### src/boot_mode_pkg.sv
// Package for the boot mode selector: boot mode codes, sequence states and widths.
// Assumes one 100 MHz clock domain; shared by the selector and its bench.
`default_nettype none

package boot_mode_pkg;

   // ----------------------------------------------------------------
   // Boot configuration codes, {upper pin, lower pin}
   // ----------------------------------------------------------------
   localparam logic [1:0] CFG_USER      = 2'h3;
   localparam logic [1:0] CFG_STANDARD  = 2'h2;
   localparam logic [1:0] CFG_SELECTIVE = 2'h1;
   localparam logic [1:0] CFG_RESERVED  = 2'h0;

   // Position of the two configuration pins within the low half of port 0
   localparam int CFG_PIN_LO = 4;
   localparam int CFG_PIN_HI = 5;
   localparam int PORT_LOW_W = 8;

   // Boot code fetch target at address zero
   localparam logic FETCH_USER_FLASH = 1'b0;
   localparam logic FETCH_TEST_FLASH = 1'b1;

   // Loader channel codes
   localparam logic [1:0] CHAN_NONE = 2'h0;
   localparam logic [1:0] CHAN_UART = 2'h1;
   localparam logic [1:0] CHAN_CAN  = 2'h2;

   // Signature width
   localparam int SIG_W = 32;

   // Reset values
   localparam logic [1:0] MODE_RESET = CFG_RESERVED;

   typedef enum logic [7:0] {
      ST_IDLE     = 8'h01,
      ST_USER     = 8'h02,
      ST_SCAN     = 8'h04,
      ST_UART     = 8'h08,
      ST_CAN      = 8'h10,
      ST_SIGCHK   = 8'h20,
      ST_SWRESET  = 8'h40,
      ST_RESERVED = 8'h80
   } boot_state_e;

endpackage : boot_mode_pkg

`default_nettype wire

### src/boot_mode_selector.sv
// Boot mode selector: latches the configuration pins at reset release, maps
// code fetches at address zero and launches the chosen loader channel.
// Assumes clk_i is free running; pins and the reset pin arrive asynchronously.
`default_nettype none

module boot_mode_selector
   import boot_mode_pkg::*;
#(
   parameter int DOMINANT_MIN = 3
)
(
   input  wire logic                              clk_i,
   input  wire logic                              reset_i,
   input  wire logic                              external_reset_input_i,
   input  wire logic [boot_mode_pkg::PORT_LOW_W-1:0] config_port_low_half_i,
   input  wire logic                              uart_receive_line_i,
   input  wire logic                              can_receive_line_i,
   input  wire logic [boot_mode_pkg::SIG_W-1:0]   sig_word0_i,
   input  wire logic [boot_mode_pkg::SIG_W-1:0]   sig_word1_i,
   input  wire logic [boot_mode_pkg::SIG_W-1:0]   sig_reference_i,
   input  wire logic                              user_key_can_i,
   output logic [1:0]                             boot_mode_o,
   output logic                                   fetch_test_flash_o,
   output logic [1:0]                             loader_channel_o,
   output logic                                   software_reset_o,
   output logic                                   run_user_code_o
);
   import boot_mode_pkg::*;

   // ----------------------------------------------------------------
   // Input synchronisers, three stages
   // ----------------------------------------------------------------
   logic [2:0] rst_sync_reg, uart_sync_reg, can_sync_reg;
   logic [2:0] rst_sync_next, uart_sync_next, can_sync_next;
   logic [1:0] pin_sync_reg [3];
   logic [1:0] pin_sync_next [3];
   logic       rst_level_reg, uart_level_reg, can_level_reg;
   logic       rst_level_next, uart_level_next, can_level_next;

   always_comb
   begin
      rst_sync_next  = {rst_sync_reg[1:0], external_reset_input_i};
      uart_sync_next = {uart_sync_reg[1:0], uart_receive_line_i};
      can_sync_next  = {can_sync_reg[1:0], can_receive_line_i};
      pin_sync_next[0] = {config_port_low_half_i[CFG_PIN_HI],
                          config_port_low_half_i[CFG_PIN_LO]};
      pin_sync_next[1] = pin_sync_reg[0];
      pin_sync_next[2] = pin_sync_reg[1];
      // Level changes only once stages two and three agree
      rst_level_next  = (rst_sync_reg[1] == rst_sync_reg[2]) ? rst_sync_reg[2] : rst_level_reg;
      uart_level_next = (uart_sync_reg[1] == uart_sync_reg[2]) ? uart_sync_reg[2]
                                                                : uart_level_reg;
      can_level_next  = (can_sync_reg[1] == can_sync_reg[2]) ? can_sync_reg[2] : can_level_reg;
   end

   always_ff @(posedge clk_i or posedge reset_i)
   begin
      if (reset_i)
      begin
         rst_sync_reg   <= 3'h0;
         uart_sync_reg  <= 3'h7;
         can_sync_reg   <= 3'h7;
         pin_sync_reg[0] <= 2'h0;
         pin_sync_reg[1] <= 2'h0;
         pin_sync_reg[2] <= 2'h0;
         rst_level_reg  <= 1'b0;
         uart_level_reg <= 1'b1;
         can_level_reg  <= 1'b1;
      end
      else
      begin
         rst_sync_reg   <= rst_sync_next;
         uart_sync_reg  <= uart_sync_next;
         can_sync_reg   <= can_sync_next;
         pin_sync_reg   <= pin_sync_next;
         rst_level_reg  <= rst_level_next;
         uart_level_reg <= uart_level_next;
         can_level_reg  <= can_level_next;
      end
   end

   // Reset pin rises: the one and only capture point
   logic rst_rise;
   assign rst_rise = rst_level_next & ~rst_level_reg;

   // ----------------------------------------------------------------
   // Boot sequence
   // ----------------------------------------------------------------
   boot_state_e state_reg, state_next;
   logic [1:0]  mode_reg, mode_next;
   logic        fetch_reg, fetch_next;
   logic [1:0]  chan_reg, chan_next;
   logic        swrst_reg, swrst_next;
   logic        user_reg, user_next;
   logic [7:0]  dom_cnt_reg, dom_cnt_next;

   always_comb
   begin
      state_next   = state_reg;
      mode_next    = mode_reg;
      fetch_next   = fetch_reg;
      chan_next    = chan_reg;
      swrst_next   = 1'b0;
      user_next    = user_reg;
      dom_cnt_next = dom_cnt_reg;
      // Capture first: the rise is seen while the old level is still low
      if (rst_rise)
      begin
         mode_next = pin_sync_reg[2];
         unique case (pin_sync_reg[2])
            CFG_USER:
            begin
               state_next = ST_USER;
               fetch_next = FETCH_USER_FLASH;
               user_next  = 1'b1;
            end
            CFG_STANDARD:
            begin
               state_next = ST_SCAN;
               fetch_next = FETCH_TEST_FLASH;
            end
            CFG_SELECTIVE:
            begin
               state_next = ST_SIGCHK;
               fetch_next = FETCH_TEST_FLASH;
            end
            default:
            begin
               state_next = ST_RESERVED;
               fetch_next = FETCH_USER_FLASH;
            end
         endcase
      end
      else if (!rst_level_reg)
      begin
         // Device held in reset by the pin: nothing runs
         state_next   = ST_IDLE;
         user_next    = 1'b0;
         chan_next    = CHAN_NONE;
         dom_cnt_next = 8'h00;
      end
      else
      begin
         // Mode and mapping only change at a capture point
         unique case (state_reg)
            ST_SCAN:
            begin
               // Both lines watched in the same cycle; UART wins a tie
               if (!uart_level_reg)
               begin
                  state_next = ST_UART;
                  chan_next  = CHAN_UART;
               end
               else if (!can_level_reg)
               begin
                  if (dom_cnt_reg == 8'(DOMINANT_MIN - 1))
                  begin
                     state_next = ST_CAN;
                     chan_next  = CHAN_CAN;
                  end
                  else
                     dom_cnt_next = dom_cnt_reg + 8'h01;
               end
               else
                  dom_cnt_next = 8'h00;
            end
            ST_SIGCHK:
            begin
               if ((sig_word0_i ^ sig_word1_i) == sig_reference_i)
               begin
                  state_next = ST_SWRESET;
                  swrst_next = 1'b1;
               end
               else
               begin
                  state_next = user_key_can_i ? ST_CAN : ST_UART;
                  chan_next  = user_key_can_i ? CHAN_CAN : CHAN_UART;
               end
            end
            ST_SWRESET:
            begin
               state_next = ST_USER;
               user_next  = 1'b1;
            end
            ST_IDLE, ST_USER, ST_UART, ST_CAN, ST_RESERVED:
               state_next = state_reg;
            default:
               state_next = ST_RESERVED;
         endcase
      end
   end

   always_ff @(posedge clk_i or posedge reset_i)
   begin
      if (reset_i)
      begin
         state_reg   <= ST_IDLE;
         mode_reg    <= MODE_RESET;
         fetch_reg   <= FETCH_USER_FLASH;
         chan_reg    <= CHAN_NONE;
         swrst_reg   <= 1'b0;
         user_reg    <= 1'b0;
         dom_cnt_reg <= 8'h00;
      end
      else
      begin
         state_reg   <= state_next;
         mode_reg    <= mode_next;
         fetch_reg   <= fetch_next;
         chan_reg    <= chan_next;
         swrst_reg   <= swrst_next;
         user_reg    <= user_next;
         dom_cnt_reg <= dom_cnt_next;
      end
   end

   assign boot_mode_o        = mode_reg;
   assign fetch_test_flash_o = fetch_reg;
   assign loader_channel_o   = chan_reg;
   assign software_reset_o   = swrst_reg;
   assign run_user_code_o    = user_reg;
endmodule : boot_mode_selector

`default_nettype wire

### config.mk
export PLATFORM = sky130hd
export DESIGN_NAME = boot_mode_selector
export DESIGN_NICKNAME = d
export VERILOG_FILES = /design/src/boot_mode_pkg.sv /design/src/boot_mode_selector.sv
export SDC_FILE = /design/constraint.sdc
export NUM_CORES = 1
export LEC_CHECK = 0
export ABC_AREA = 1
export BUFFER_PORTS_ARGS = -buffer_cell sky130_fd_sc_hd__buf_4
export CORE_MARGIN = 2
export CORE_UTILIZATION = 45
export CTS_CLUSTER_SIZE = 30
export DETAILED_ROUTE_END_ITERATION = 6
export PLACE_DENSITY_LB_ADDON = 0.3
export SLEW_MARGIN = 20
export SYNTH_ARGS = -nofsm -noshare
export SYNTH_HDL_FRONTEND = slang
export SYNTH_SLANG_ARGS = --single-unit
### constraint.sdc
create_clock -name clk_i -period 1.6 [get_ports clk_i]
set_input_delay 0.16 -clock clk_i [delete_from_list [all_inputs] [get_ports clk_i]]
set_output_delay 0.16 -clock clk_i [all_outputs]
set_load 0.005 [all_outputs]
==> results of run 1 <==
## cells by family (layout without fill, tap and decap cells)
family | count (synthesis) | count (layout) | share of synthesized area (%)
AO/OA/AOI/OAI | 23 | 23 | 4.09
XOR/XNOR | 8 | 8 | 2.34
adder cells (fa/ha/maj) | 10 | 10 | 3.96
buffers and inverters | 90 | 229 | 11.3
flip-flops | 41 | 41 | 34.6
AND/OR/NAND/NOR | 298 | 298 | 43.7
## worst reg2reg max path: stages (launching register included)
cell and delay [ns]:
dfrtp_1 0.43, nor2_4 0.14, nand2_1 0.10, nor2_2 0.16, nand2_1 0.11, inv_1 0.10, nor2_1 0.06, nor3_2 0.18
nand2_1 0.10, nand2_1 0.07, nand2_1 0.04
## cell type report
cell class / count / area (um^2)
sequential: 41 / 1040
tap: 77 / 96.3
inverter: 89 / 334
fill: 573 / 2160
clock buffer: 5 / 68.8
timing repair buffer: 132 / 1000
clock inverter: 3 / 46.3
multi-input combinational: 339 / 1640
## worst max-delay path by stage
stage	from	endpoint	slack [ns]	cells past startpoint
finish	state_reg[1]	loader_channel_o[0]	0.008	10
global placement	dom_cnt_reg[0]	state_reg[1]	-0.004	9
CTS	state_reg[4]	dom_cnt_reg[5]	0.005	9
floorplan	dom_cnt_reg[0]	state_reg[1]	0.05	9
global route	state_reg[1]	loader_channel_o[0]	-0.17	10
detailed placement	dom_cnt_reg[0]	state_reg[1]	-0.06	9
## synthesized netlist by cell type
library cell / number / share of area [%]
nor3_1: 5 / 0.83
maj3_1: 2 / 0.67
ha_1: 7 / 2.9
buf_2: 1 / 0.17
nand3_1: 12 / 2.0
nor2_2: 3 / 0.63
o21ai_0: 12 / 2.0
inv_1: 87 / 11
dfstp_2: 9 / 7.9
nor2_1: 26 / 3.3
maj3_2: 1 / 0.38
nand4_1: 2 / 0.42
inv_2: 2 / 0.25
nand2_4: 2 / 0.75
xor2_1: 5 / 1.5
nand2_1: 214 / 27
o21ai_1: 2 / 0.33
o211ai_1: 1 / 0.25
nor3_2: 1 / 0.33
nor2_4: 1 / 0.38
nand3_2: 1 / 0.33
nor3_4: 1 / 0.54
nand3b_1: 29 / 7.3
a21oi_1: 6 / 1.0
dfrtp_1: 32 / 27
o21a_1: 2 / 0.50
and2_1: 1 / 0.21
xnor2_1: 3 / 0.88
## power groups by stage
stage	sequential (uW)	clock, uW	combinational (uW)
2_1_floorplan	1200	0	450
3_3_place_gp	1200	0	830
3_5_place_dp	1210	0	869
4_1_cts	1190	860	887
5_1_grt	1200	892	1040
6_report	1190	834	914
## per-stage QoR
| stage | utilization [%] | worst slack [ns] | cell area (um^2) | TNS [ns] |
|---|---|---|---|---|
| global placement | 63.0 | -0.00394 | 4020 | -0.00617 |
| finish | 66.2 | 0.00817 | 4230 | 0 |
| detailed placement | 63.0 | -0.0570 | 4020 | -0.220 |
| CTS | 65.7 | 0.00525 | 4190 | 0 |
| floorplan | - | 0.0460 | 3000 | 0 |
| global route | 66.2 | -0.172 | 4230 | -1.55 |
## layer usage
layer  routed length (um)  vias to the layer above  global-route usage (%)
met5                    0                        -                       0
met4                  153                        0                    6.06
met3                  411                       15                    3.95
met2                 3620                       96                    37.4
met1                 2840                     1403                    21.2
li1                     -                     1690                       -
## timing repair
action / 4_1_cts / 5_1_grt
setup buffers: 0 / 3
pin swaps: 0 / 3
resized for setup: 3 / 3
hold buffers: 5 / 0
endpoints found under the setup margin: 9 / 15
endpoints found under the hold margin: 5 / 0
==> reports/qor.txt, run 1 <==
worst min-delay path class: in -> async
first-pass GRT wire length: 11,900 um
clock power share: 28.4%
post-synthesis cell type count: 28
vias: 3,204
clock transition at the registers of the reported paths: 0.08 ns
CP delay by family, top: simple AND/OR/NAND/NOR gates
final RePlAce weighted congestion: 0.783
reg-to-reg slack, setup: 0.008 ns
minimum hold slack: -0.0141 ns
die area: 7330 um^2
synthesized instance count: 470
crit end category: register
max-cap viol count: 0
Net Switching: 862 uW
Routed Wire Length: 7020 um
CP Launch Type: register
via/cell ratio: 4.67
Syn. warnings: 0
TritonCTS clock tree: built
worst vdd ir: 958 uV
final hold violations: 32
via count of the first global-routing pass: 3,142
Gate power share: 31.1%
Reg-to-Reg End: loader_channel_o[0]
post-DR wirelength/cell: 10.2 um
# port buffers: 110
CP required: 1.79 ns
fin. max-slew vios: 0
CP max FO: 4
Die W: 85.6 um
failing checks: hold timing
Final Cycle Share: 99.5%
initial core utilization: 47.0%
Setup-failing EPs final: 0
Clock Latency Late Sink: 0.29 ns
clock sink count: 41
Pwr per Cell Area: 696 nW/um^2
critical path arrival: 1.78 ns
outcome: finished with violations
DR iter-0 viols: 72
Placed Cells: 670
Rows: 29
design internal power: 2080 uW
initial antenna violation count: 0
DP HPWL: 5700 um
Final ANT Viol Nets: 0
most common cell after layout, fill and taps aside: nand2_1
TritonCTS Buffers: 5
Core Box Area: 6390 um^2
clock tree buffer depth: 2
Detailed Routing Iterations Pass 1: 6
fmax: 0.628 GHz
Sw Ratio: 29.3%
die height: 85.6 um
GRT Total Usage: 19.4%
Synth Area per Inst: 6.38 um^2
share of cells above drive strength 1: 25.9%
area grow syn2layout: 40.9%
Leak Pwr: 0.00251 uW
root cell of the clock tree: clkbuf_8
Synthesized Nets: 587
unrepaired setup endpoints after global routing: yes
max incr delay on CP: 0.43 ns
post-layout minimum cycle time: 1.59 ns
H-tree levels: 2
crit path kind: reg -> reg
Max-slew headroom: 67.5%
drt drc: 0
CP Buf/Inv Count: 1
largest net degree at the start of global routing: 42
total gr overflow: 0
Clock Skew: 0.00513 ns
Nets: 725
crit path cell chain: nor2_4 > nand2_1 > nor2_2 > nand2_1 > inv_1 > nor2_1 > nor3_2 > nand2_1 > nand2_1 > nand2_1
post-synthesis sequential area ratio: 34.6%
I/O pin count: 117
slowest CP cell: dfrtp_1
ANT cells: 0
commonest cells after routing, fill and taps aside: nand2_1, buf_4, inv_1, dfrtp_1, nand3b_1
CP most frequent cell: nand2_1
FF-to-FF Start: state_reg[1]
Post-Layout Cell Count: 686
#FFs+latches synth: 41
total power draw: 2940 uW
Slew @ Worst Pin: 0.487 ns
Mapped Area: 3000 um^2
Seq pwr share: 40.5%
worst reg-to-reg path cell count: 10
(Power assumes the default switching activity.)
==> inputs of run 2 (changes only) <==
--- a/config.mk
+++ b/config.mk
@@ -5,13 +5,13 @@
 export SDC_FILE = /design/constraint.sdc
 export NUM_CORES = 1
 export LEC_CHECK = 0
-export ABC_AREA = 1
+export ABC_AREA = 0
 export BUFFER_PORTS_ARGS = -buffer_cell sky130_fd_sc_hd__buf_4
 export CORE_MARGIN = 2
-export CORE_UTILIZATION = 45
+export CORE_UTILIZATION = 43
 export CTS_CLUSTER_SIZE = 30
 export DETAILED_ROUTE_END_ITERATION = 6
-export PLACE_DENSITY_LB_ADDON = 0.3
+export PLACE_DENSITY = 0.75
 export SLEW_MARGIN = 20
 export SYNTH_ARGS = -nofsm -noshare
 export SYNTH_HDL_FRONTEND = slang
==> reports/qor.txt, run 2 <==
outcome: finished with violations
most frequent cells after synthesis: dfrtp_1, xnor3_1, nor2_1
max incr delay on CP: 0.47 ns (+0.04 ns)
largest net degree at the start of global routing: 42 (unchanged)
Setup-failing EPs final: 18 (+18)
CP Buf/Inv Count: 1 (unchanged)
worst vdd ir: 835 uV (-13%)
worst min-delay path class: in -> reg
fillers: 441 (-23%)
initial antenna violation count: 0 (unchanged)
Final ANT Viol Nets: 0 (unchanged)
area occupied by multi-input gates: 1680 um^2 (+2.5%)
#FFs+latches synth: 41 (unchanged)
TritonCTS clock tree: built
Max Used Layer: met4
via/cell ratio: 5.16 (+11%)
clock tree buffer depth: 2 (unchanged)
Clock Skew: 0.0109 ns (+0.00577 ns)
post-synthesis sequential area ratio: 38.3% (+3.8 points)
final RePlAce weighted congestion: 0.817 (+4.4%)
Place WS: -0.332 ns (-0.275 ns)
Slew @ Worst Pin: 0.507 ns (+0.0191 ns)
final worst slack: -0.327 ns (-0.335 ns)
Clock Latency Late Sink: 0.30 ns (about the same)
failing checks: setup timing
Post-synth EDFFs: 0 (unchanged)
CP max FO: 3 (-1)
slowest CP cell: or4b_4
synthesized instance count: 200 (-57%)
critical path arrival: 2.11 ns (+0.33 ns)
DR iter-0 viols: 54 (-25%)
first-pass GRT wire length: 11,300 um (-5.3%)
post-synthesis cell type count: 57 (+100%)
dominant cells by area after synthesis: dfrtp_1, xnor3_1, dfstp_2, ha_1, nand4_1
DR WL met3: 599 um (+46%)
fin. max-slew vios: 0 (unchanged)
Mapped Area: 2710 um^2 (-9.8%)
M1 WL: 2720 um (-4.2%)
Synth Area per Inst: 13.5 um^2 (+110%)
I/O pin count: 117 (unchanged)
initial core utilization: 45.2% (-1.8 points)
CP required: 1.79 ns (about the same)
unrepaired setup endpoints after global routing: yes
die area: 6940 um^2 (-5.3%)
register area: 1040 um^2 (unchanged)
Syn. warnings: 0 (unchanged)
post-layout minimum cycle time: 1.93 ns (+0.335 ns)
Final Cycle Share: 120% (+21 points)
largest area contributor in the netlist: dfrtp_1
DP HPWL: 5490 um (-3.7%)
vias: 2,251 (-30%)
commonest cells after routing, fill and taps aside: buf_4, xnor3_1, dfrtp_1, nor2_1, nand4_1
clock transition at the registers of the reported paths: 0.09 ns (about the same)
Rows: 28 (-3.4%)
commonest register cell after synthesis: dfrtp_1
Pwr per Cell Area: 711 nW/um^2 (+2.3%)
# port buffers: 110 (unchanged)
die height: 83.3 um (-2.7%)
Post-synth ARST share: 100% (unchanged)
setup tns final: -4.18 ns (-4.18 ns)
drt drc: 0 (unchanged)
TritonCTS Buffers: 5 (unchanged)
final hold violations: 0 (-100%)
crit end category: register
crit path kind: reg -> reg
Nets: 477 (-34%)
most common cell after layout, fill and taps aside: buf_4
CP Launch Type: register
Routed Wire Length: 7000 um (-0.27%)
max-cap viol count: 0 (unchanged)
Leak Pwr: 0.00218 uW (-13%)
root cell of the clock tree: clkbuf_8
Core Box Area: 5990 um^2 (-6.2%)
top cell type's share of synthesized area: 29.6% (+2.8 points)
Synthesized Nets: 317 (-46%)
fmax: 0.519 GHz (-17%)
clock sink count: 41 (unchanged)
met2 WL: 3490 um (-3.8%)
CP delay by family, top: simple AND/OR/NAND/NOR gates
crit path cell chain: inv_1 > ha_1 > or4b_4 > o21ai_4 > nor2_4 > a31oi_4 > mux2_1
Die W: 83.3 um (-2.7%)
Max-slew headroom: 66.2% (-1.3 points)
ANT cells: 0 (unchanged)
post-DR wirelength/cell: 16.1 um (+57%)
share of cells above drive strength 1: 55.4% (+29 points)
area grow syn2layout: 53.5%
GRT Total Usage: 20.6% (+1.1 points)
Detailed Routing Iterations Pass 1: 4 (-2)
total gr overflow: 0 (unchanged)
via count of the first global-routing pass: 2,312 (-26%)
H-tree levels: 2 (unchanged)
-- run 2: final timing paths --
check | startpoint | end | slack [ns] | cells after the start
min in group asynchronous | reset_i | pin_sync_reg[1] | 0.55 | 4
worst min-delay path | user_key_can_i | loader_channel_o[0] | 0.24 | 4
worst min register to register | pin_sync_next[1] | pin_sync_reg[1] | 0.35 | 0
max in group asynchronous | reset_i | uart_sync_reg[0] | 0.68 | 4
worst max-delay path | dom_cnt_reg[0] | state_reg[7] | -0.33 | 7
worst max register to register | dom_cnt_reg[0] | state_reg[7] | -0.33 | 7
-- run 2: cell families after synthesis --
kind of cell / share of synthesized area, %
adder cells (fa/ha/maj): 3.98
buffers and inverters: 1.90
multiplexers: 2.04
XOR/XNOR: 27.6
flip-flops: 38.3
AND/OR/NAND/NOR: 15.3
AO/OA/AOI/OAI: 10.8
-- run 2: worst min-delay path, cell delays in order --
cell,delay [ns]
buf_4,0.10
nor2_1,0.04
o21ai_1,0.10
nand3_1,0.09
-- run 2: area by class of cell --
| class | instances | share of cell area [%] |
|---|---|---|
| Clock buffer | 5 | 1.66 |
| Clock inverter | 3 | 1.12 |
| Inverter | 9 | 0.814 |
| Multi-Input combinational cell | 148 | 40.5 |
| Sequential cell | 41 | 25.0 |
| Tap cell | 75 | 2.26 |
| Timing Repair Buffer | 155 | 28.7 |
-- run 2: routing by layer --
layer | up-vias | GRT usage [%]
met5 | - | 0
li1 | 1083 | -
met2 | 89 | 35.3
met4 | 0 | 8.64
met1 | 1063 | 23.4
met3 | 16 | 6.96
-- run 2: timing repair --
action                                  CTS  global route
hold endpoints to repair                 32             0
gates resized for setup                  16             6
buffers inserted                          2             0
pin swaps                                 5             3
endpoints found under the setup margin   19            22
hold buffers                              6             0
gates cloned                              0             0
-- run 2: power breakdown --
group	switching, uW	internal, uW	total [uW]
Combinational	326	606	931
Sequential	61.9	1120	1180
Clock	370	467	837
-- run 2: through the flow --
step                      std cells  hold slack [ns]  util (%)  cell area [um^2]  power, uW
final                           436            0.243      69.3              4150       2950
after global routing            436            0.253      69.3              4150       3090
after CTS                       436            0.232      68.9              4130       2960
after detailed placement        420            0.269      65.0              3890       2090
after global placement          420            0.269      65.0              3890       2060
after floorplan                 200            0.164         -              2710       1660
